===== config.mk =====
export PLATFORM = sky130hd
export DESIGN_NAME = spi_host
export DESIGN_NICKNAME = d
export VERILOG_FILES = /design/src/shared/spi_host_pkg.sv /design/src/logic/pin_sync.sv /design/src/logic/spi_clk_gen.sv /design/src/logic/spi_host.sv
export SDC_FILE = /design/constraint.sdc
export NUM_CORES = 1
export LEC_CHECK = 0
export CAP_MARGIN = 20
export CORE_AREA = 5 5 80 82
export DETAILED_ROUTE_END_ITERATION = 6
export DIE_AREA = 0 0 85 87
export DONT_BUFFER_PORTS = 1
export PLACE_DENSITY = 0.75
export SLEW_MARGIN = 20
export SYNTH_ARGS = -nofsm -noshare
export SYNTH_HDL_FRONTEND = slang
export SYNTH_SLANG_ARGS = --single-unit

===== constraint.sdc =====
create_clock -name sys_clk -period 2.1 [get_ports sys_clk]
set_input_delay 0.42 -clock sys_clk [delete_from_list [all_inputs] [get_ports sys_clk]]
set_output_delay 0.42 -clock sys_clk [all_outputs]
set_load 0.05 [all_outputs]

===== src/shared/spi_host_pkg.sv =====
package spi_host_pkg;
  localparam int SYS_CLK_PERIOD_NS = 25;
  localparam int SCK_MIN_PERIOD_NS = 200;
  localparam int SCK_MIN_HALF_CYC = (SCK_MIN_PERIOD_NS / 2 + SYS_CLK_PERIOD_NS - 1) / SYS_CLK_PERIOD_NS;
  localparam int ADDR_W = 3;
  localparam int DATA_W = 8;
  localparam int EDGES_PER_BYTE = 2 * DATA_W;
  // register offsets
  localparam logic [2:0] REG_CTRL = 3'h0;
  localparam logic [2:0] REG_SEL = 3'h1;
  localparam logic [2:0] REG_DATA = 3'h2;
  localparam logic [2:0] REG_STAT = 3'h3;
  // control fields
  localparam int CTRL_EN = 0;
  localparam int CTRL_MASTER = 1;
  localparam int CTRL_CLOCK_POLARITY = 2;
  localparam int CTRL_CLOCK_PHASE = 3;
  localparam int CTRL_RATE_LO = 4;
  localparam int CTRL_SIMPLEX = 7;
  localparam logic [2:0] RATE_MAX = 3'h5;
  // select fields
  localparam int SEL_LEVEL = 0;
  localparam int SEL_AUTO = 1;
  localparam int SEL_DRIVE = 2;
  // status fields
  localparam int STAT_BUSY = 0;
  localparam int STAT_DONE = 1;
  localparam int STAT_OVR = 2;
  localparam int STAT_COLL = 3;
  // reset values
  localparam logic [7:0] CTRL_RST = 8'h00;
  localparam logic [7:0] SEL_RST = 8'h03;

  typedef enum {ST_IDLE, ST_LEAD, ST_SHIFT, ST_TRAIL, ST_GAP} mst_state_t;

  // even edges are first edges of a bit; phase picks which one samples
  function automatic logic is_sample_edge(input logic edge_odd, input logic clock_phase);
    return edge_odd == clock_phase;
  endfunction : is_sample_edge
endpackage : spi_host_pkg


===== src/logic/pin_sync.sv =====
`timescale 1ns/1ps
module pin_sync #(
  parameter int W = 1
) (
  // clock and reset
  input wire logic sys_clk,
  input wire logic rst_b,
  // pins in, synchronised out
  input wire logic [W-1:0] pin_in,
  output logic [W-1:0] pin_sync_out
);
  logic [W-1:0] meta_q;

  always_ff @(posedge sys_clk) begin
    if (!rst_b) begin
      meta_q <= '0;
      pin_sync_out <= '0;
    end else begin
      meta_q <= pin_in;
      pin_sync_out <= meta_q;
    end
  end
endmodule : pin_sync


===== src/logic/spi_clk_gen.sv =====
`timescale 1ns/1ps
module spi_clk_gen import spi_host_pkg::*; #(
  parameter int CNT_W = 10
) (
  // clock and reset
  input wire logic sys_clk,
  input wire logic rst_b,
  // control
  input wire logic run,
  input wire logic [2:0] rate,
  // one pulse per half period
  output logic half_tick
);
  logic [CNT_W-1:0] cnt_q;
  logic [CNT_W-1:0] half_len;

  // half period doubles per rate step, rate 0 is the fastest
  assign half_len = CNT_W'(SCK_MIN_HALF_CYC) << rate;

  always_ff @(posedge sys_clk) begin
    if (!rst_b || !run) begin
      cnt_q <= '0;
      half_tick <= 1'b0;
    end else if (cnt_q == half_len - CNT_W'(1)) begin
      cnt_q <= '0;
      half_tick <= 1'b1;
    end else begin
      cnt_q <= cnt_q + CNT_W'(1);
      half_tick <= 1'b0;
    end
  end
endmodule : spi_clk_gen


===== src/logic/spi_host.sv =====
`timescale 1ns/1ps
module spi_host import spi_host_pkg::*; (
  // clock and reset
  input wire logic sys_clk,
  input wire logic rst_b,
  // register port
  input wire logic [ADDR_W-1:0] addr,
  input wire logic [DATA_W-1:0] wdata,
  input wire logic wr_stb,
  input wire logic rd_stb,
  output logic [DATA_W-1:0] rdata,
  // serial clock pin
  output logic sck_o,
  output logic sck_oe_b,
  input wire logic sck_i,
  // data pins
  output logic mosi_o,
  output logic mosi_oe_b,
  input wire logic mosi_i,
  output logic miso_o,
  output logic miso_oe_b,
  input wire logic miso_i,
  // device slave select pin
  output logic ss_n_o
);
  logic [DATA_W-1:0] ctrl_q;
  logic [DATA_W-1:0] sel_q;
  logic [DATA_W-1:0] tx_q;
  logic [DATA_W-1:0] rx_q;
  logic [DATA_W-1:0] data_q;
  logic [3:0] edge_cnt_q;
  logic done_q;
  logic ovr_q;
  logic coll_q;
  logic sck_prev_q;
  mst_state_t state_q;
  logic [2:0] pins_s;
  logic sck_s;
  logic mosi_s;
  logic miso_s;
  logic half_tick;
  logic en;
  logic host_master;
  logic clock_polarity;
  logic clock_phase;
  logic simplex;
  logic drive_ok;
  logic busy;
  logic edge_ev;
  logic sample_now;
  logic rx_bit;
  logic [DATA_W-1:0] rx_next;
  logic last_edge;
  logic complete;
  logic wr_ctrl;
  logic wr_sel;
  logic wr_data;
  logic rd_data;
  logic rd_stat;
  logic start;
  logic load_slave;

  pin_sync #(.W(3)) u_sync (
    .sys_clk(sys_clk),
    .rst_b(rst_b),
    .pin_in({sck_i, mosi_i, miso_i}),
    .pin_sync_out(pins_s)
  );
  assign {sck_s, mosi_s, miso_s} = pins_s;

  spi_clk_gen u_clk (
    .sys_clk(sys_clk),
    .rst_b(rst_b),
    .run(state_q != ST_IDLE),
    .rate(ctrl_q[CTRL_RATE_LO +: 3]),
    .half_tick(half_tick)
  );

  assign en = ctrl_q[CTRL_EN];
  assign host_master = ctrl_q[CTRL_MASTER];
  assign clock_polarity = ctrl_q[CTRL_CLOCK_POLARITY];
  assign clock_phase = ctrl_q[CTRL_CLOCK_PHASE];
  assign simplex = ctrl_q[CTRL_SIMPLEX];
  assign drive_ok = !simplex || sel_q[SEL_DRIVE];

  assign wr_ctrl = wr_stb && addr == REG_CTRL;
  assign wr_sel = wr_stb && addr == REG_SEL;
  assign wr_data = wr_stb && addr == REG_DATA;
  assign rd_data = rd_stb && addr == REG_DATA;
  assign rd_stat = rd_stb && addr == REG_STAT;

  assign busy = host_master ? (state_q != ST_IDLE) : (edge_cnt_q != 4'h0);
  // only an enabled master starts a byte
  assign start = wr_data && en && host_master && !busy;
  assign load_slave = wr_data && !host_master && !busy;

  // master edges come from the divider, slave edges from the sampled clock pin
  assign edge_ev = host_master ? (half_tick && state_q == ST_SHIFT)
                               : (en && sck_s != sck_prev_q);
  assign sample_now = is_sample_edge(edge_cnt_q[0], clock_phase);
  assign rx_bit = (host_master && !simplex) ? miso_s : mosi_s;
  assign rx_next = sample_now ? {rx_q[DATA_W-2:0], rx_bit} : rx_q;
  assign last_edge = edge_cnt_q == 4'(EDGES_PER_BYTE - 1);
  assign complete = edge_ev && last_edge;

  // control registers
  always_ff @(posedge sys_clk) begin
    if (!rst_b) begin
      ctrl_q <= CTRL_RST;
    end else if (wr_ctrl) begin
      ctrl_q <= wdata;
      if (wdata[CTRL_RATE_LO +: 3] > RATE_MAX) begin
        ctrl_q[CTRL_RATE_LO +: 3] <= RATE_MAX;
      end
    end
  end

  always_ff @(posedge sys_clk) begin
    if (!rst_b) begin
      sel_q <= SEL_RST;
    end else if (wr_sel) begin
      sel_q <= wdata;
    end
  end

  // master sequencer
  always_ff @(posedge sys_clk) begin
    if (!rst_b || !en || !host_master) begin
      state_q <= ST_IDLE;
    end else begin
      unique case (state_q)
        ST_IDLE: begin
          if (start) begin
            state_q <= ST_LEAD;
          end
        end
        ST_LEAD: begin
          if (half_tick) begin
            state_q <= ST_SHIFT;
          end
        end
        ST_SHIFT: begin
          if (edge_ev && last_edge) begin
            state_q <= ST_TRAIL;
          end
        end
        ST_TRAIL: begin
          if (half_tick) begin
            state_q <= ST_GAP;
          end
        end
        ST_GAP: begin
          if (half_tick) begin
            state_q <= ST_IDLE;
          end
        end
      endcase
    end
  end

  // edge counter, cleared whenever framing is lost
  always_ff @(posedge sys_clk) begin
    if (!rst_b || !en || (host_master && state_q == ST_IDLE)) begin
      edge_cnt_q <= 4'h0;
    end else if (edge_ev) begin
      edge_cnt_q <= edge_cnt_q + 4'h1;
    end
  end

  always_ff @(posedge sys_clk) begin
    if (!rst_b) begin
      sck_prev_q <= 1'b0;
    end else begin
      sck_prev_q <= sck_s;
    end
  end

  // transmit shifter, msb first, first bit ready before the first edge
  always_ff @(posedge sys_clk) begin
    if (!rst_b) begin
      tx_q <= '0;
    end else if (start || load_slave) begin
      tx_q <= wdata;
    end else if (edge_ev && !sample_now && edge_cnt_q != 4'h0) begin
      tx_q <= {tx_q[DATA_W-2:0], 1'b0};
    end
  end

  // receive shifter shifts on the sample edges, transmit on the other edges after the first
  always_ff @(posedge sys_clk) begin
    if (!rst_b || start) begin
      rx_q <= '0;
    end else if (edge_ev) begin
      rx_q <= rx_next;
    end
  end

  // received byte; on overrun the earlier byte is kept
  always_ff @(posedge sys_clk) begin
    if (!rst_b) begin
      data_q <= '0;
    end else if (complete && !done_q) begin
      data_q <= rx_next;
    end
  end

  // done: set wins over the clear by a data read
  always_ff @(posedge sys_clk) begin
    if (!rst_b) begin
      done_q <= 1'b0;
    end else if (complete) begin
      done_q <= 1'b1;
    end else if (rd_data) begin
      done_q <= 1'b0;
    end
  end

  always_ff @(posedge sys_clk) begin
    if (!rst_b) begin
      ovr_q <= 1'b0;
    end else if (complete && done_q) begin
      ovr_q <= 1'b1;
    end else if (rd_stat) begin
      ovr_q <= 1'b0;
    end
  end

  // data write during a byte is dropped
  always_ff @(posedge sys_clk) begin
    if (!rst_b) begin
      coll_q <= 1'b0;
    end else if (wr_data && busy) begin
      coll_q <= 1'b1;
    end else if (rd_stat) begin
      coll_q <= 1'b0;
    end
  end

  // serial clock out, idle at the polarity level
  always_ff @(posedge sys_clk) begin
    if (!rst_b) begin
      sck_o <= 1'b0;
    end else if (state_q != ST_SHIFT) begin
      sck_o <= clock_polarity;
    end else if (half_tick) begin
      sck_o <= !sck_o;
    end
  end

  // pin drivers, enable low while driving
  always_ff @(posedge sys_clk) begin
    if (!rst_b) begin
      sck_oe_b <= 1'b1;
      mosi_oe_b <= 1'b1;
      miso_oe_b <= 1'b1;
    end else begin
      sck_oe_b <= !(en && host_master);
      mosi_oe_b <= !(en && host_master && drive_ok);
      miso_oe_b <= !(en && !host_master && drive_ok);
    end
  end

  assign mosi_o = tx_q[DATA_W-1];
  assign miso_o = tx_q[DATA_W-1];

  // device select: high around a device master; in auto mode framed around our bytes for phase 0, held low for phase 1
  always_ff @(posedge sys_clk) begin
    if (!rst_b) begin
      ss_n_o <= 1'b1;
    end else if (!en || !host_master) begin
      ss_n_o <= 1'b1;
    end else if (!sel_q[SEL_AUTO]) begin
      ss_n_o <= sel_q[SEL_LEVEL];
    end else if (clock_phase) begin
      ss_n_o <= 1'b0;
    end else begin
      ss_n_o <= !(start || state_q == ST_LEAD || state_q == ST_SHIFT || state_q == ST_TRAIL);
    end
  end

  // read data, valid the cycle after the strobe
  always_ff @(posedge sys_clk) begin
    if (!rst_b) begin
      rdata <= '0;
    end else if (rd_stb) begin
      unique case (addr)
        REG_CTRL: rdata <= ctrl_q;
        REG_SEL: rdata <= {5'h00, sel_q[2:0]};
        REG_DATA: rdata <= data_q;
        REG_STAT: rdata <= {4'h0, coll_q, ovr_q, done_q, busy};
        default: rdata <= '0;
      endcase
    end
  end
endmodule : spi_host


# Yosys cells after proc, flatten, opt, wreduce, memory -nomap -nowiden
# Cells that the tools add are included.
dict set report totals {
  output_inout_bits 15
  input_bits 18
  ff_bits 105
}
dict set report classes {
  bitwise 1
  mux 24
  order_cmp 1
  n_addsub 3
  n_eq_ne 20
  shifts 1
  reduce_logical 61
}
# operator count
set ops {}
lappend ops {{32-bit 2-to-1 mux} 5}
lappend ops {{32-bit one-hot mux with 5 select lines} 1}
lappend ops {{32-bit by 2-bit equality test with 1-bit output (second input constant)} 3}
lappend ops {{32-bit by 3-bit equality test with 1-bit output (second input constant)} 3}
lappend ops {{32-bit zero test} 2}
lappend ops {{32-bit by 1-bit equality test with 1-bit output (second input constant)} 1}
lappend ops {{32-bit by 3-bit inequality test with 1-bit output (second input constant)} 1}
lappend ops {{8-bit one-hot mux with 4 select lines} 1}
lappend ops {{32-bit nonzero test} 1}
lappend ops {{1-bit logical AND} 24}
lappend ops {{8-bit 2-to-1 mux} 3}
lappend ops {{1-bit zero test} 13}
lappend ops {{1-bit 2-to-1 mux} 13}
lappend ops {{1-bit logical OR} 11}
lappend ops {{10-bit by 1-bit adder with 10-bit output (second input constant)} 1}
lappend ops {{10-bit equality test} 1}
lappend ops {{2-bit nonzero test} 5}
lappend ops {{3-bit by 3-bit left shift with 10-bit output (first input constant)} 1}
lappend ops {{10-bit by 1-bit subtractor with 10-bit output (second input constant)} 1}
lappend ops {{3-bit by 2-bit equality test with 1-bit output (second input constant)} 2}
lappend ops {{2-bit by 1-bit inequality test with 1-bit output (second input constant)} 3}
lappend ops {{5-bit AND reduction} 1}
lappend ops {{4-bit by 1-bit adder with 4-bit output (second input constant)} 1}
lappend ops {{4-bit equality test (second input constant)} 1}
lappend ops {{other kinds (10)} 12}

# Logic depth before layout (Yosys ltp)
# Gate-level depths: netlist of run 1.
dict set report depth {
  depth_word 11
  depth_mapped 7
  depth_no_buf 7
}

# By module
# Synthesis of run 1 repeated with hierarchy kept, for this count alone.
dict set report hier_totals {
  cells_unflattened 373
  hier_area_um2 3522.1
}
# module area_each_um2 seq_area_each_um2 cells_each instances
set modules_own_cells {}
lappend modules_own_cells {spi_host 2733.9 1181.1 288 1}
lappend modules_own_cells {spi_clk_gen 630.6 220.2 73 1}
lappend modules_own_cells {pin_sync 157.7 120.1 12 1}

# Worst setup path after synthesis of run 1
# Ideal clock, no wire load.
dict set report synth_path {
  kind {flip-flop to flip-flop}
  startpoint {reg ctrl_q[5]}
  endpoint {reg u_clk.cnt_q[0]}
  path_slack_ns 0.415
  required_time_ns 1.980
  arrival_time_ns 1.565
  path_buffers 1
  path_stages_with_launch 7
  path_cell_list {dfxtp_1 -> or3_1 -> a21oi_1 -> o211ai_1 -> a2111oi_2 -> buf_4 -> nor3b_1}
}
dict set report synth_via {
  elab_chain_len 4
}
# item line_no
set synth_rtl {}
lappend synth_rtl {{from (decl)} spi_host.sv:26} ;# logic [DATA_W-1:0] ctrl_q;
lappend synth_rtl {{from (signal assigned)} spi_host.sv:111} ;# ctrl_q <= wdata;
lappend synth_rtl {{3-bit by 3-bit left shift with 10-bit output} spi_clk_gen.sv:18} ;# assign half_len = CNT_W'(SCK_MIN_HALF_CYC) << rate;
lappend synth_rtl {{10-bit by 1-bit subtractor with 10-bit output} spi_clk_gen.sv:24} ;# end else if (cnt_q == half_len - CNT_W'(1)) begin
lappend synth_rtl {{10-bit equality test} spi_clk_gen.sv:24}
lappend synth_rtl {{2-bit OR reduction (no line)} --}
lappend synth_rtl {{to (signal assigned)} spi_clk_gen.sv:28} ;# cnt_q <= cnt_q + CNT_W'(1);
lappend synth_rtl {{to (decl)} spi_clk_gen.sv:14} ;# logic [CNT_W-1:0] cnt_q;
# Every way passes these cells.
# A chain may end at the register's enable or synchronous reset.

# Worst setup path after layout of run 1
dict set report layout_path {
  startpoint {reg ctrl_q[1]}
  endpoint {reg state_q[0]}
}
dict set report layout_via {
  elab_chain_len 5
}
# item line_no
set layout_rtl {}
lappend layout_rtl {{1-bit 2-to-1 mux} spi_host.sv:92} ;# assign busy = host_master ? (state_q != ST_IDLE) : (edge_cnt_q != 4'h0);
lappend layout_rtl {{1-bit zero test} spi_host.sv:94} ;# assign start = wr_data && en && host_master && !busy;
lappend layout_rtl {{1-bit logical AND} spi_host.sv:94}
lappend layout_rtl {{2-bit inequality test (no line)} --}
lappend layout_rtl {{5-bit AND reduction (no line)} --}
lappend layout_rtl {{to (signal assigned)} spi_host.sv:129} ;# state_q <= ST_IDLE;
lappend layout_rtl {{to (signal assigned)} spi_host.sv:134} ;# state_q <= ST_LEAD;
lappend layout_rtl {{to (signal assigned)} spi_host.sv:139} ;# state_q <= ST_SHIFT;
lappend layout_rtl {{to (decl)} spi_host.sv:36} ;# mst_state_t state_q;
# Several ways; a longest one is shown, not always the timed one.

==> results of run 1 <==
worst paths after layout:
check / slack (ns) / startpoint / to
worst max-delay path: 0.19 / ctrl_q[1] / state_q[0]
worst min register to register: 0.44 / u_sync.meta_q[2] / u_sync.pin_sync_out[2]
worst min-delay path: 0.14 / rst_b / sel_q[1]
worst max register to register: 0.19 / ctrl_q[1] / state_q[0]
per-stage QoR:
stage / setup WS (ns) / instance area [um2] / utilization
global placement: 0.275 / 3500 / 0.618
detailed placement: 0.187 / 3500 / 0.618
finish: 0.188 / 3780 / 0.666
global route: 0.0323 / 3780 / 0.666
floorplan: 0.415 / 3420 / -
CTS: 0.111 / 3780 / 0.665
state kept, by name, indices dropped and copies added (netlist names):
name and flops:
rdata 8, data_q 8, coll_q 1, sck_prev_q 1, tx_q 8, u_sync.pin_sync_out 3, state_q 3, ovr_q 1
mosi_oe_b 1, ss_n_o 1, ctrl_q 8, edge_cnt_q 4, sel_q 3, sck_o 1, rx_q 8, sck_oe_b 1
u_clk.half_tick 1, miso_oe_b 1, u_sync.meta_q 3, u_clk.cnt_q 10, done_q 1
power by group through the flow:
stage / Sequential, W / Clock, W / Combinational (W)
2_1_floorplan: 0.00151 / 0 / 0.0000834
3_3_place_gp: 0.00151 / 0 / 0.0000795
6_report: 0.00148 / 0.00149 / 0.0000818
5_1_grt: 0.00148 / 0.00158 / 0.0000910
3_5_place_dp: 0.00151 / 0 / 0.0000810
4_1_cts: 0.00148 / 0.00151 / 0.0000818
layer usage:
metal  vias up  global-route usage  routed length (um)
met4         0              0.0906                 184
met2        73               0.329                3380
met3        15              0.0643                 449
li1       1335                   -                   -
met1      1270               0.279                3420
met5         -                   0                   0
cells in the mapped netlist, types with 2 or more instances:
cell type / instances / area share
nor4b_1: 2 / 0.0051
and4_1: 2 / 0.0051
nand2b_1: 7 / 0.013
nand2_1: 49 / 0.054
buf_1: 3 / 0.0033
a21oi_1: 30 / 0.044
nor2b_1: 7 / 0.013
mux2i_1: 28 / 0.082
nand4_1: 6 / 0.011
nor2_1: 26 / 0.029
xor2_1: 6 / 0.015
o22ai_1: 7 / 0.013
clkbuf_1: 7 / 0.0077
buf_2: 7 / 0.010
mux4_2: 2 / 0.013
inv_1: 17 / 0.019
and3_1: 2 / 0.0037
nand3b_1: 2 / 0.0044
nor3_1: 2 / 0.0029
a22oi_1: 2 / 0.0044
ha_1: 3 / 0.011
dfxtp_1: 76 / 0.44
buf_4: 2 / 0.0044
nand3_1: 7 / 0.010
xnor2_1: 8 / 0.020
a21boi_0: 3 / 0.0066
o211a_1: 7 / 0.020
o21ai_0: 21 / 0.031
and2_1: 16 / 0.029
nor3b_1: 2 / 0.0044
cells by family (layout without fill, tap and decap cells):
kind of cell,count (synthesis),count (layout),share of synthesized area
AOI/OAI and AO/OA,86,86,0.164
DFF,76,76,0.445
muxes,31,31,0.0984
adders and majority gates,3,3,0.0110
and+or+nand+nor,135,135,0.196
xor gates and xnor gates,15,15,0.0406
buffers and inverters,37,43,0.0457
area by class of cell:
cell class	instances	area (um2)	share of cell area
clock buffers	10	138	0.0364
clock inverters	6	134	0.0354
inverters	17	63.8	0.0169
multi-input cells	270	1750	0.464
flip-flops and latches	76	1520	0.403
well taps	75	93.8	0.0248
repair buffers	10	75.1	0.0199
repair_timing:
| action | CTS | global route |
|---|---|---|
| resized for setup | 0 | 1 |
| endpoints found under the setup margin | 0 | 8 |
| hold buffers | 0 | 0 |
==> reports/summary.txt, run 1 <==
=================================================================================================
Count of flip-flops with a built-in enable after synthesis                                      0
Number of warning messages in the yosys log                                                     0
Filler cell count in the final layout                                                         461
CTS tree                                                                                     done
Count of inserted antenna diode cells                                                           0
Avg Synthesized Cell Area                                                                8.93 um2
Leading cell type in the layout, fill and taps excluded                                   dfxtp_1
Number of nets in the layout                                                                  405
Residual DRC count                                                                              0
Core Region                                                                           0.00568 mm2
Number of distinct library cell variants in the gate-level netlist after synthesis             54
Wire length of the first global-routing pass                                              12.5 mm
First-pass detailed-route iteration total                                                       4
Placed cell count                                                                             448
Clock Power Share                                                                           0.489
Slowest stage cell, crit path                                                             dfxtp_1
CP max stage delay                                                                        0.51 ns
Hold crit path type                                                                  primary input to register
Global-route usage over all layers                                                          0.214
Starting DRT DRC Count                                                                        198
Clock tree root driver cell                                                              clkbuf_8
Static power due to leakage                                                               1.50 nW
Post-detailed-routing wire length                                                         7.43 mm
Gate family responsible for the most delay along the worst path                      compound AO/OA/AOI/OAI gates
Area of the mapped netlist                                                            0.00342 mm2
Combinational Power Share                                                                   0.027
Clock-pin transition on the worst setup and hold timing paths                             0.09 ns
HPWL after detailed placement                                                             5.04 mm
GP Congestion                                                                               0.869
Max clock buf depth                                                                             2
Number of instances in the synthesized netlist                                                383
Aggregate negative setup slack                                                               0 ns
Peak Freq                                                                                 523 MHz
Type of origin of the critical path                                                      register
Area delta synth->final                                                                     10.5%
Internal power contribution                                                             0.00244 W
Top FF cell, synth                                                                        dfxtp_1
Type of element capturing the critical path                                              register
Logic depth of the worst path, buffers included                                                 5
Vias in the first global route                                                               2599
Commonest non-fill, non-tap cells in the layout                                      dfxtp_1 (76), nand2_1 (49), a21oi_1 (30), mux2i_1 (28), nor2_1 (26)
Critical path fanouts, max                                                                      9
Run status                                                                              completed
Routed via count divided by cell count                                                       5.80
Critical path type                                                                   register to register
Via count                                                                                    2693
Period Utilization, post-route                                                              0.910
Max transition margin                                                                       0.609
Post-synthesis net count                                                                      404
Total Die Area                                                                        0.00740 mm2
Fraction of final layout cells with drive strength greater than 1                          0.0900
Number of setup buffers added after CTS                                                         0
Clk sinks                                                                                      76
Share of the yosys chip area belonging to registers                                         0.445
Total of buffers placed on input and output ports                                               0
Max H-tree Level                                                                                3
Y dimension of the die                                                                      87 um
Number of cells on the worst reg-to-reg path                                                    5
Data required, critical path                                                              2.37 ns
Count of final setup violators                                                                  0
Final routed wire length divided by cell count                                            16.0 um
Maximum number of pins on one net before global-route repair                                   49
Data arrival time of the worst path                                                       2.18 ns
Setup Skew                                                                              0.0126 ns
Worst-case vdd ir drop                                                                 0.000493 V
PnR Total Power                                                                         0.00305 W
Final Hold Fails                                                                                0
Filler-free cell count of the finished design                                                 464
Clock latency on the worst-skew pair                                                      0.36 ns
Max capacitance violation total                                                                 0
Number of antenna violations at the first check in global routing                               0
Transition time of the tightest slew-check pin                                           0.585 ns
Final slew viol count                                                                           0
Starting Density                                                                            0.603
Switching share of power                                                                    0.200
Post-synthesis register bit count                                                              76
Total overflow reported by the global router                                                    0
WHS Path Cells                                                                                  1
Cell Rows                                                                                      28
Top-level I/O count                                                                            33
Hold Worst Slack                                                                         0.136 ns
Width of the die                                                                            85 um
Pwr per Cell Area                                                                      807 mW/mm2
Worst-path cell chain                                                                and2b_2, a32o_1, nand4_1, a22o_1, a221oi_1
Sequential Power Share                                                                      0.484
Total buffers and inverters traversed by the critical path                                      0
Async set or reset register ratio after synthesis                                               0
RSZ-0062 raised after global routing                                                           no
Num CTS Buffers                                                                                 9
Final period demand of the worst path                                                     1.91 ns
Net switching power                                                                    0.000609 W
Residual antenna-violating net count after detailed routing                                     0
=================================================================================================
Note: power is estimated with default switching activity, not from simulation.
==> run 2, diff against run 1 <==
--- a/config.mk
+++ b/config.mk
@@ -5,12 +5,13 @@
 export SDC_FILE = /design/constraint.sdc
 export NUM_CORES = 1
 export LEC_CHECK = 0
+export ABC_AREA = 1
 export CAP_MARGIN = 20
-export CORE_AREA = 5 5 80 82
+export CORE_AREA = 5 5 81 83
 export DETAILED_ROUTE_END_ITERATION = 6
-export DIE_AREA = 0 0 85 87
+export DIE_AREA = 0 0 86 88
 export DONT_BUFFER_PORTS = 1
-export PLACE_DENSITY = 0.75
+export PLACE_DENSITY = 0.76
 export SLEW_MARGIN = 20
 export SYNTH_ARGS = -nofsm -noshare
 export SYNTH_HDL_FRONTEND = slang
==> reports/summary.txt, run 2 <==
=================================================================================================
Dominant cell type by area after synthesis                                                dfxtp_1
Run status                                                                              completed
Y dimension of the die                                                                      88 um   +1.1%
Synth Area in Simple Gates                                                                  0.266   +0.0708
Post-synth top area share                                                                   0.433   -0.0120
Final slew viol count                                                                           0   unchanged
Count of flip-flops with a built-in enable after synthesis                                      0   unchanged
Multiplexer share of the synthesized area                                                       0   -0.0984
Data arrival time of the worst path                                                       1.92 ns   -0.26 ns
Combinational family with the most area after synthesis                              simple AND/OR/NAND/NOR gates
Async set or reset register ratio after synthesis                                               0   unchanged
Number of nets in the layout                                                                  508   +25%
Setup Skew                                                                             0.00669 ns   -0.00587 ns
CTS tree                                                                                     done
Static power due to leakage                                                               1.52 nW   +1.6%
Filler cell count in the final layout                                                         531   +15%
Worst-path cell chain                                                                ha_1, nand2_1, nor2_1, nand3b_4, inv_2, nand2_1, nand2_1, a21oi_1
Max FFs per register                                                                           10   unchanged
Aggregate negative setup slack                                                               0 ns   unchanged
Starting Density                                                                            0.608   +0.00549
Slowest stage cell, crit path                                                             dfxtp_1
Post-detailed-routing wire length                                                         7.37 mm   -0.79%
Vias in the first global route                                                               2791   +7.4%
Number of distinct library cell variants in the gate-level netlist after synthesis             36   -33%
Design area                                                                           0.00374 mm2   -1.1%
HPWL after detailed placement                                                             5.41 mm   +7.3%
Type of element capturing the critical path                                              register
First element of the critical path                                                   edge_cnt_q[0]
Number of warning messages in the yosys log                                                     0   unchanged
Wire length of the first global-routing pass                                              12.1 mm   -3.1%
End point of the critical path                                                          data_q[2]
Cell types with the highest counts after synthesis                                   nand2_1 (121), dfxtp_1 (76), inv_1 (63)
Top FF cell, synth                                                                        dfxtp_1
Num CTS Buffers                                                                                 9   unchanged
Share of the yosys chip area belonging to registers                                         0.433   -0.0120
Max transition margin                                                                       0.645   +0.0357
Pwr per Cell Area                                                                      718 mW/mm2   -11%
Number of antenna violations at the first check in global routing                               0   unchanged
Max capacitance violation total                                                                 0   unchanged
Residual antenna-violating net count after detailed routing                                     0   unchanged
Maximum number of pins on one net before global-route repair                                   38   -22%
Slack of the worst reg-to-reg path                                                        0.41 ns   +0.22 ns
Area of the mapped netlist                                                            0.00352 mm2   +2.8%
Worst-case vdd ir drop                                                                 0.000506 V   +2.7%
Reg-to-reg endpoint                                                                     data_q[2]
Placed Area                                                                           0.00355 mm2   +1.2%
Area delta synth->final                                                                     6.26%
Max H-tree Level                                                                                3   unchanged
Top-level I/O count                                                                            33   unchanged
Max clock buf depth                                                                             2   unchanged
GP Congestion                                                                               0.930   +7.0%
Cell Rows                                                                                      28   unchanged
Width of the die                                                                            86 um   +1.2%
Count of final setup violators                                                                  0   unchanged
Post-synthesis register bit count                                                              76   unchanged
Critical path fanouts, max                                                                     10   +1
Final Hold Fails                                                                                0   unchanged
Cell repeated most along the worst path                                                   nand2_1
Period Utilization, post-route                                                              0.805   -0.105
Number of instances in the synthesized netlist                                                486   +27%
Peak Freq                                                                                 591 MHz   +13%
Post-synthesis xor/xnor area fraction                                                      0.0324   -0.00821
Share of synthesized cell area in full adder, half adder and majority cells                0.0107   -0.000297
Total overflow reported by the global router                                                    0   unchanged
Type of origin of the critical path                                                      register
Commonest non-fill, non-tap cells in the layout                                      nand2_1 (121), dfxtp_1 (76), inv_1 (63), a21oi_1 (52), nor2_1 (42)
Global-route usage over all layers                                                          0.205   -0.00854
CP max stage delay                                                                        0.40 ns   -0.11 ns
PnR Total Power                                                                         0.00268 W   -12%
Avg Synthesized Cell Area                                                                7.24 um2   -19%
Compound-cell area share of the yosys netlist                                               0.158   -0.00657
Clock latency on the worst-skew pair                                                      0.35 ns   about the same
Starting DRT DRC Count                                                                        132   -33%
Critical path type                                                                   register to register
Fraction of final layout cells with drive strength greater than 1                          0.0916   +0.00168
FF-to-FF Start                                                                       edge_cnt_q[0]
Leading cell type in the layout, fill and taps excluded                                   nand2_1
Total Die Area                                                                        0.00757 mm2   +2.3%
Via count                                                                                    2998   +11%
Leading cell type by number of instances after synthesis                                  nand2_1
Post-synthesis net count                                                                      507   +25%
Clock-pin transition on the worst setup and hold timing paths                             0.07 ns   -0.02 ns
Most flop-heavy register                                                              u_clk.cnt_q
Core Region                                                                           0.00578 mm2   +1.9%
RSZ-0062 raised after global routing                                                           no
Total of buffers placed on input and output ports                                               0   unchanged
Count of inserted antenna diode cells                                                           0   unchanged
Clock tree root driver cell                                                              clkbuf_8
Clk sinks                                                                                      76   unchanged
Routed via count divided by cell count                                                       5.30   -8.7%
Hold Worst Slack                                                                         0.169 ns   +0.0329 ns
First-pass detailed-route iteration total                                                       4   unchanged
Final period demand of the worst path                                                     1.69 ns   -0.221 ns
Final routed wire length divided by cell count                                            13.0 um   -19%
Residual DRC count                                                                              0   unchanged
Number of gates resized after cts                                                               0   unchanged
CTS hold repair buffers                                                                         0   unchanged
Data required, critical path                                                              2.33 ns   -0.04 ns
Number of cells on the worst reg-to-reg path                                                    8   +3
Hold crit path type                                                                  primary input to register
Leading cell types by total area after synthesis                                     dfxtp_1 (43%), nand2_1 (13%), a21oi_1 (7.4%)
Transition time of the tightest slew-check pin                                           0.532 ns   -0.0529 ns
Number of setup buffers added after CTS                                                         0   unchanged
=================================================================================================
## run 2: changes by cell type after synthesis, sizes merged, moves of 6 or more
cell    before  now
nand3        7   18
o211a        7    0
nor2        26   44
a21oi       30   54
a211oi       1    7
inv         17   68
mux2i       28    0
nand2b       7    0
o21ai       22   31
nor2b        7    0
and2        16    0
nand2       49  132
## run 2: critical path: cells and delay by family (launching register included)
family,cells,cell delay [ns]
AND/OR/NAND/NOR,5,0.77
buffers and inverters,1,0.15
adder cells (fa/ha/maj),1,0.22
AO/OA/AOI/OAI,1,0.04
flip-flops,1,0.40
## run 2: cell families after synthesis
family / Yosys count
AO/OA/AOI/OAI: 101
XOR/XNOR: 13
adder cells (fa/ha/maj): 3
buffers and inverters: 84
flip-flops: 76
AND/OR/NAND/NOR: 209
## run 2: final cells by class
class	count	area, um2	area share
multi-input combinational	326	1640	0.440
tap	75	93.8	0.0251
timing repair buffer	3	22.5	0.00603
clock buffer	10	138	0.0368
inverter	71	267	0.0713
sequential	76	1520	0.407
clock inverter	5	52.6	0.0141
## run 2: routing by layer
layer	vias up	wire length, um	GRT usage
met2	77	3370	0.319
met5	-	0	0
met1	1342	3230	0.248
li1	1557	-	-
met4	0	242	0.131
met3	22	527	0.0611
## run 2: power breakdown
| part | internal (W) | total (W) | leakage (nW) | switching (W) |
|---|---|---|---|---|
| combinational | 0.0000363 | 0.000115 | 0.808 | 0.0000791 |
| clock | 0.000568 | 0.00108 | 0.0979 | 0.000514 |
| sequential | 0.00146 | 0.00149 | 0.615 | 0.0000224 |
## run 2: how the worst min path moves through the flow
stage,from,end,slack [ns],depth (start not counted)
floorplan,u_sync.meta_q[0],u_sync.pin_sync_out[0],0.39,2
global placement,u_sync.meta_q[2],u_sync.pin_sync_out[2],0.39,2
detailed placement,u_sync.meta_q[0],u_sync.pin_sync_out[0],0.40,2
CTS,rst_b,sel_q[0],0.16,1
global route,rst_b,u_sync.meta_q[1],0.16,2
finish,rst_b,u_sync.pin_sync_out[0],0.17,2
## run 2: through the flow
stage / cells / setup WS (ns) / utilization
global route: 566 / 0.274 / 0.647
CTS: 566 / 0.422 / 0.647
global placement: 551 / 0.488 / 0.614
finish: 566 / 0.409 / 0.647
floorplan: 486 / 0.709 / -
detailed placement: 551 / 0.448 / 0.614
==> run 3, diff against run 2 <==
==> constraint.sdc (replaced) <==
create_clock -name sys_clk -period 1.6 [get_ports sys_clk]
set_input_delay 0.32 -clock sys_clk [delete_from_list [all_inputs] [get_ports sys_clk]]
set_output_delay 0.32 -clock sys_clk [all_outputs]
set_load 0.05 [all_outputs]
==> reports/summary.txt, run 3 (synthesis results as in run 2) <==
================================================================================
Period Utilization, post-route                                             0.926   +0.121
Critical path type                                                  register to register
Commonest non-fill, non-tap cells in the layout                     nand2_1 (120), dfxtp_1 (74), inv_1 (63), a21oi_1 (52), nor2_1 (41)
Y dimension of the die                                                     88 um   unchanged
Count of inserted antenna diode cells                                          0   unchanged
Residual DRC count                                                             0   unchanged
HPWL after detailed placement                                            5.58 mm   +3.1%
Starting Density                                                           0.608   unchanged
Number of cells on the worst reg-to-reg path                                   8   unchanged
Pwr per Cell Area                                                     988 mW/mm2   +38%
Slack of the worst reg-to-reg path                                       0.12 ns   -0.29 ns
Final slew viol count                                                          0   unchanged
Num CTS Buffers                                                                9   unchanged
Internal power contribution                                            0.00299 W   +45%
Type of element capturing the critical path                             register
Cell Rows                                                                     28   unchanged
Reg-to-reg endpoint                                                 u_clk.cnt_q[6]
Destination of the worst hold path                                  u_sync.meta_q[0]
Max FFs per register                                                          10   unchanged
Cell repeated most along the worst path                                  nand2_1
Total overflow reported by the global router                                   0   unchanged
Final core occ                                                             0.668   +0.0210
Residual antenna-violating net count after detailed routing                    0   unchanged
Max H-tree Level                                                               3   unchanged
Clock latency on the worst-skew pair                                     0.35 ns   about the same
FF-to-FF Start                                                         ctrl_q[5]
Slowest stage cell, crit path                                            dfxtp_1
Total of buffers placed on input and output ports                              0   unchanged
Hold crit path type                                                 primary input to register
Max transition margin                                                      0.654   +0.00887
Run status                                                             completed
Total buffers and inverters traversed by the critical path                     2   +1
Clock tree root driver cell                                             clkbuf_8
Global-route usage over all layers                                         0.216   +0.0112
Vias in the first global route                                              2937   +5.2%
Via count                                                                   3097   +3.3%
Routed via count divided by cell count                                      5.40   +2.0%
First-pass detailed-route iteration total                                      4   unchanged
Switching share of power                                                   0.216   -0.0138
Wire length of the first global-routing pass                             13.0 mm   +6.9%
Combinational Power Share                                                  0.042   about the same
Post-detailed-routing wire length                                        7.69 mm   +4.3%
Gate family responsible for the most delay along the worst path       flip-flops
Number of nets in the layout                                                 516   +1.6%
Max clock buf depth                                                            2   unchanged
Static power due to leakage                                              1.59 nW   +4.3%
Transition time of the tightest slew-check pin                          0.519 ns   -0.0133 ns
Total Die Area                                                       0.00757 mm2   unchanged
Area delta synth->final                                                    9.71%
Core Region                                                          0.00578 mm2   unchanged
Clk sinks                                                                     76   unchanged
Peak Freq                                                                675 MHz   +14%
Count of final setup violators                                                 0   unchanged
Final routed wire length divided by cell count                           13.4 um   +3.0%
Hold Worst Slack                                                       0.0656 ns   -0.104 ns
Final period demand of the worst path                                    1.48 ns   -0.209 ns
Number of antenna violations at the first check in global routing              0   unchanged
Clock Power Share                                                          0.447   +0.044
Critical path fanouts, max                                                    10   unchanged
Data required, critical path                                             1.84 ns   -0.49 ns
Sequential Power Share                                                     0.511   -0.043
Data arrival time of the worst path                                      1.73 ns   -0.19 ns
Worst-path cell chain                                               nand2_1, inv_1, o21ai_0, nand2_1, nand3_1, o21ai_2, buf_12, nor2_1
Maximum number of pins on one net before global-route repair                  38   unchanged
Source of the worst hold timing path                                       rst_b
Final Hold Fails                                                               0   unchanged
Net switching power                                                   0.000822 W   +33%
Width of the die                                                           86 um   unchanged
Aggregate negative setup slack                                              0 ns   unchanged
Fraction of final layout cells with drive strength greater than 1          0.114   +0.0228
Clock-pin transition on the worst setup and hold timing paths            0.08 ns   about the same
Worst-case vdd ir drop                                                0.000614 V   +21%
RSZ-0062 raised after global routing                                          no
Most flop-heavy register                                             u_clk.cnt_q
CP max stage delay                                                       0.48 ns   +0.08 ns
GP Congestion                                                              0.974   +4.7%
Max capacitance violation total                                                0   unchanged
Type of origin of the critical path                                     register
Starting DRT DRC Count                                                       228   +73%
WHS Path Cells                                                                 2   unchanged
Leading cell type in the layout, fill and taps excluded                  nand2_1
Setup Skew                                                            0.00771 ns   +0.00102 ns
CTS tree                                                                    done
Top-level I/O count                                                           33   unchanged
================================================================================
==> run 3: changes by cell type in the layout (fill, tap and decap cells not counted) <==
cell       before  now
buf_4           3   10
bufinv_16       1    3
clkinv_2        3    1
dfxtp_1        76   74
dfxtp_2         0    2
buf_12          0    1
clkbuf_8       10    9
clkinv_1        3    2
inv_2           5    6
nand2_1       121  120
nand2_4         3    4
nor2_1         42   41
nor2_2          1    2
==> run 3: cell type report <==
cell class	instances	area (um2)
inverters	71	267
repair buffers	11	95.1
clock inverters	5	103
flip-flops and latches	76	1520
well taps	75	93.8
clock buffers	9	124
multi-input cells	326	1650
fillers	492	1920
==> run 3: worst reg2reg max path, stage by stage (launching register included) <==
cell,delay (ns)
dfxtp_1,0.48
nand2_1,0.12
inv_1,0.09
o21ai_0,0.09
nand2_1,0.09
nand3_1,0.14
o21ai_2,0.19
buf_12,0.14
nor2_1,0.05
==> run 3: timing repair <==
action,in CTS,in global routing
setup buffers,0,0
endpoints found under the setup margin,0,24
resized for setup,0,6
hold buffers,0,0
==> run 3: metal layers <==
metal  GRT usage  part of all wire
met3      0.0470             0.061
met4       0.125             0.033
met2       0.352              0.46
met1       0.264              0.44
met5           0                 0
==> run 3: power groups by stage <==
stage	Clock, W	Sequential (W)	Combinational [W]
6_report	0.00170	0.00195	0.000161
2_1_floorplan	0	0.00199	0.000137
3_5_place_dp	0	0.00199	0.000158
3_3_place_gp	0	0.00199	0.000155
4_1_cts	0.00172	0.00195	0.000159
5_1_grt	0.00182	0.00195	0.000182
==> run 3: worst max-delay path by stage <==
stage | from | to | cells past startpoint | slack, ns
2_1_floorplan | edge_cnt_q[0] | tx_q[2] | 9 | 0.21
3_3_place_gp | edge_cnt_q[0] | state_q[2] | 9 | 0.15
3_5_place_dp | edge_cnt_q[0] | tx_q[2] | 9 | 0.08
4_1_cts | edge_cnt_q[0] | tx_q[2] | 9 | 0.06
5_1_grt | state_q[0] | rx_q[6] | 6 | 0.02
6_report | ctrl_q[5] | u_clk.cnt_q[6] | 8 | 0.12
==> run 3: stage by stage <==
stage          cells  power [W]  instance area (um2)  setup slack (ns)
6_report         573    0.00381                 3860             0.118
5_1_grt          573    0.00395                 3860            0.0176
4_1_cts          573    0.00383                 3850            0.0639
3_5_place_dp     559    0.00215                 3620            0.0755
3_3_place_gp     559    0.00215                 3620             0.150
2_1_floorplan    486    0.00213                 3520             0.209
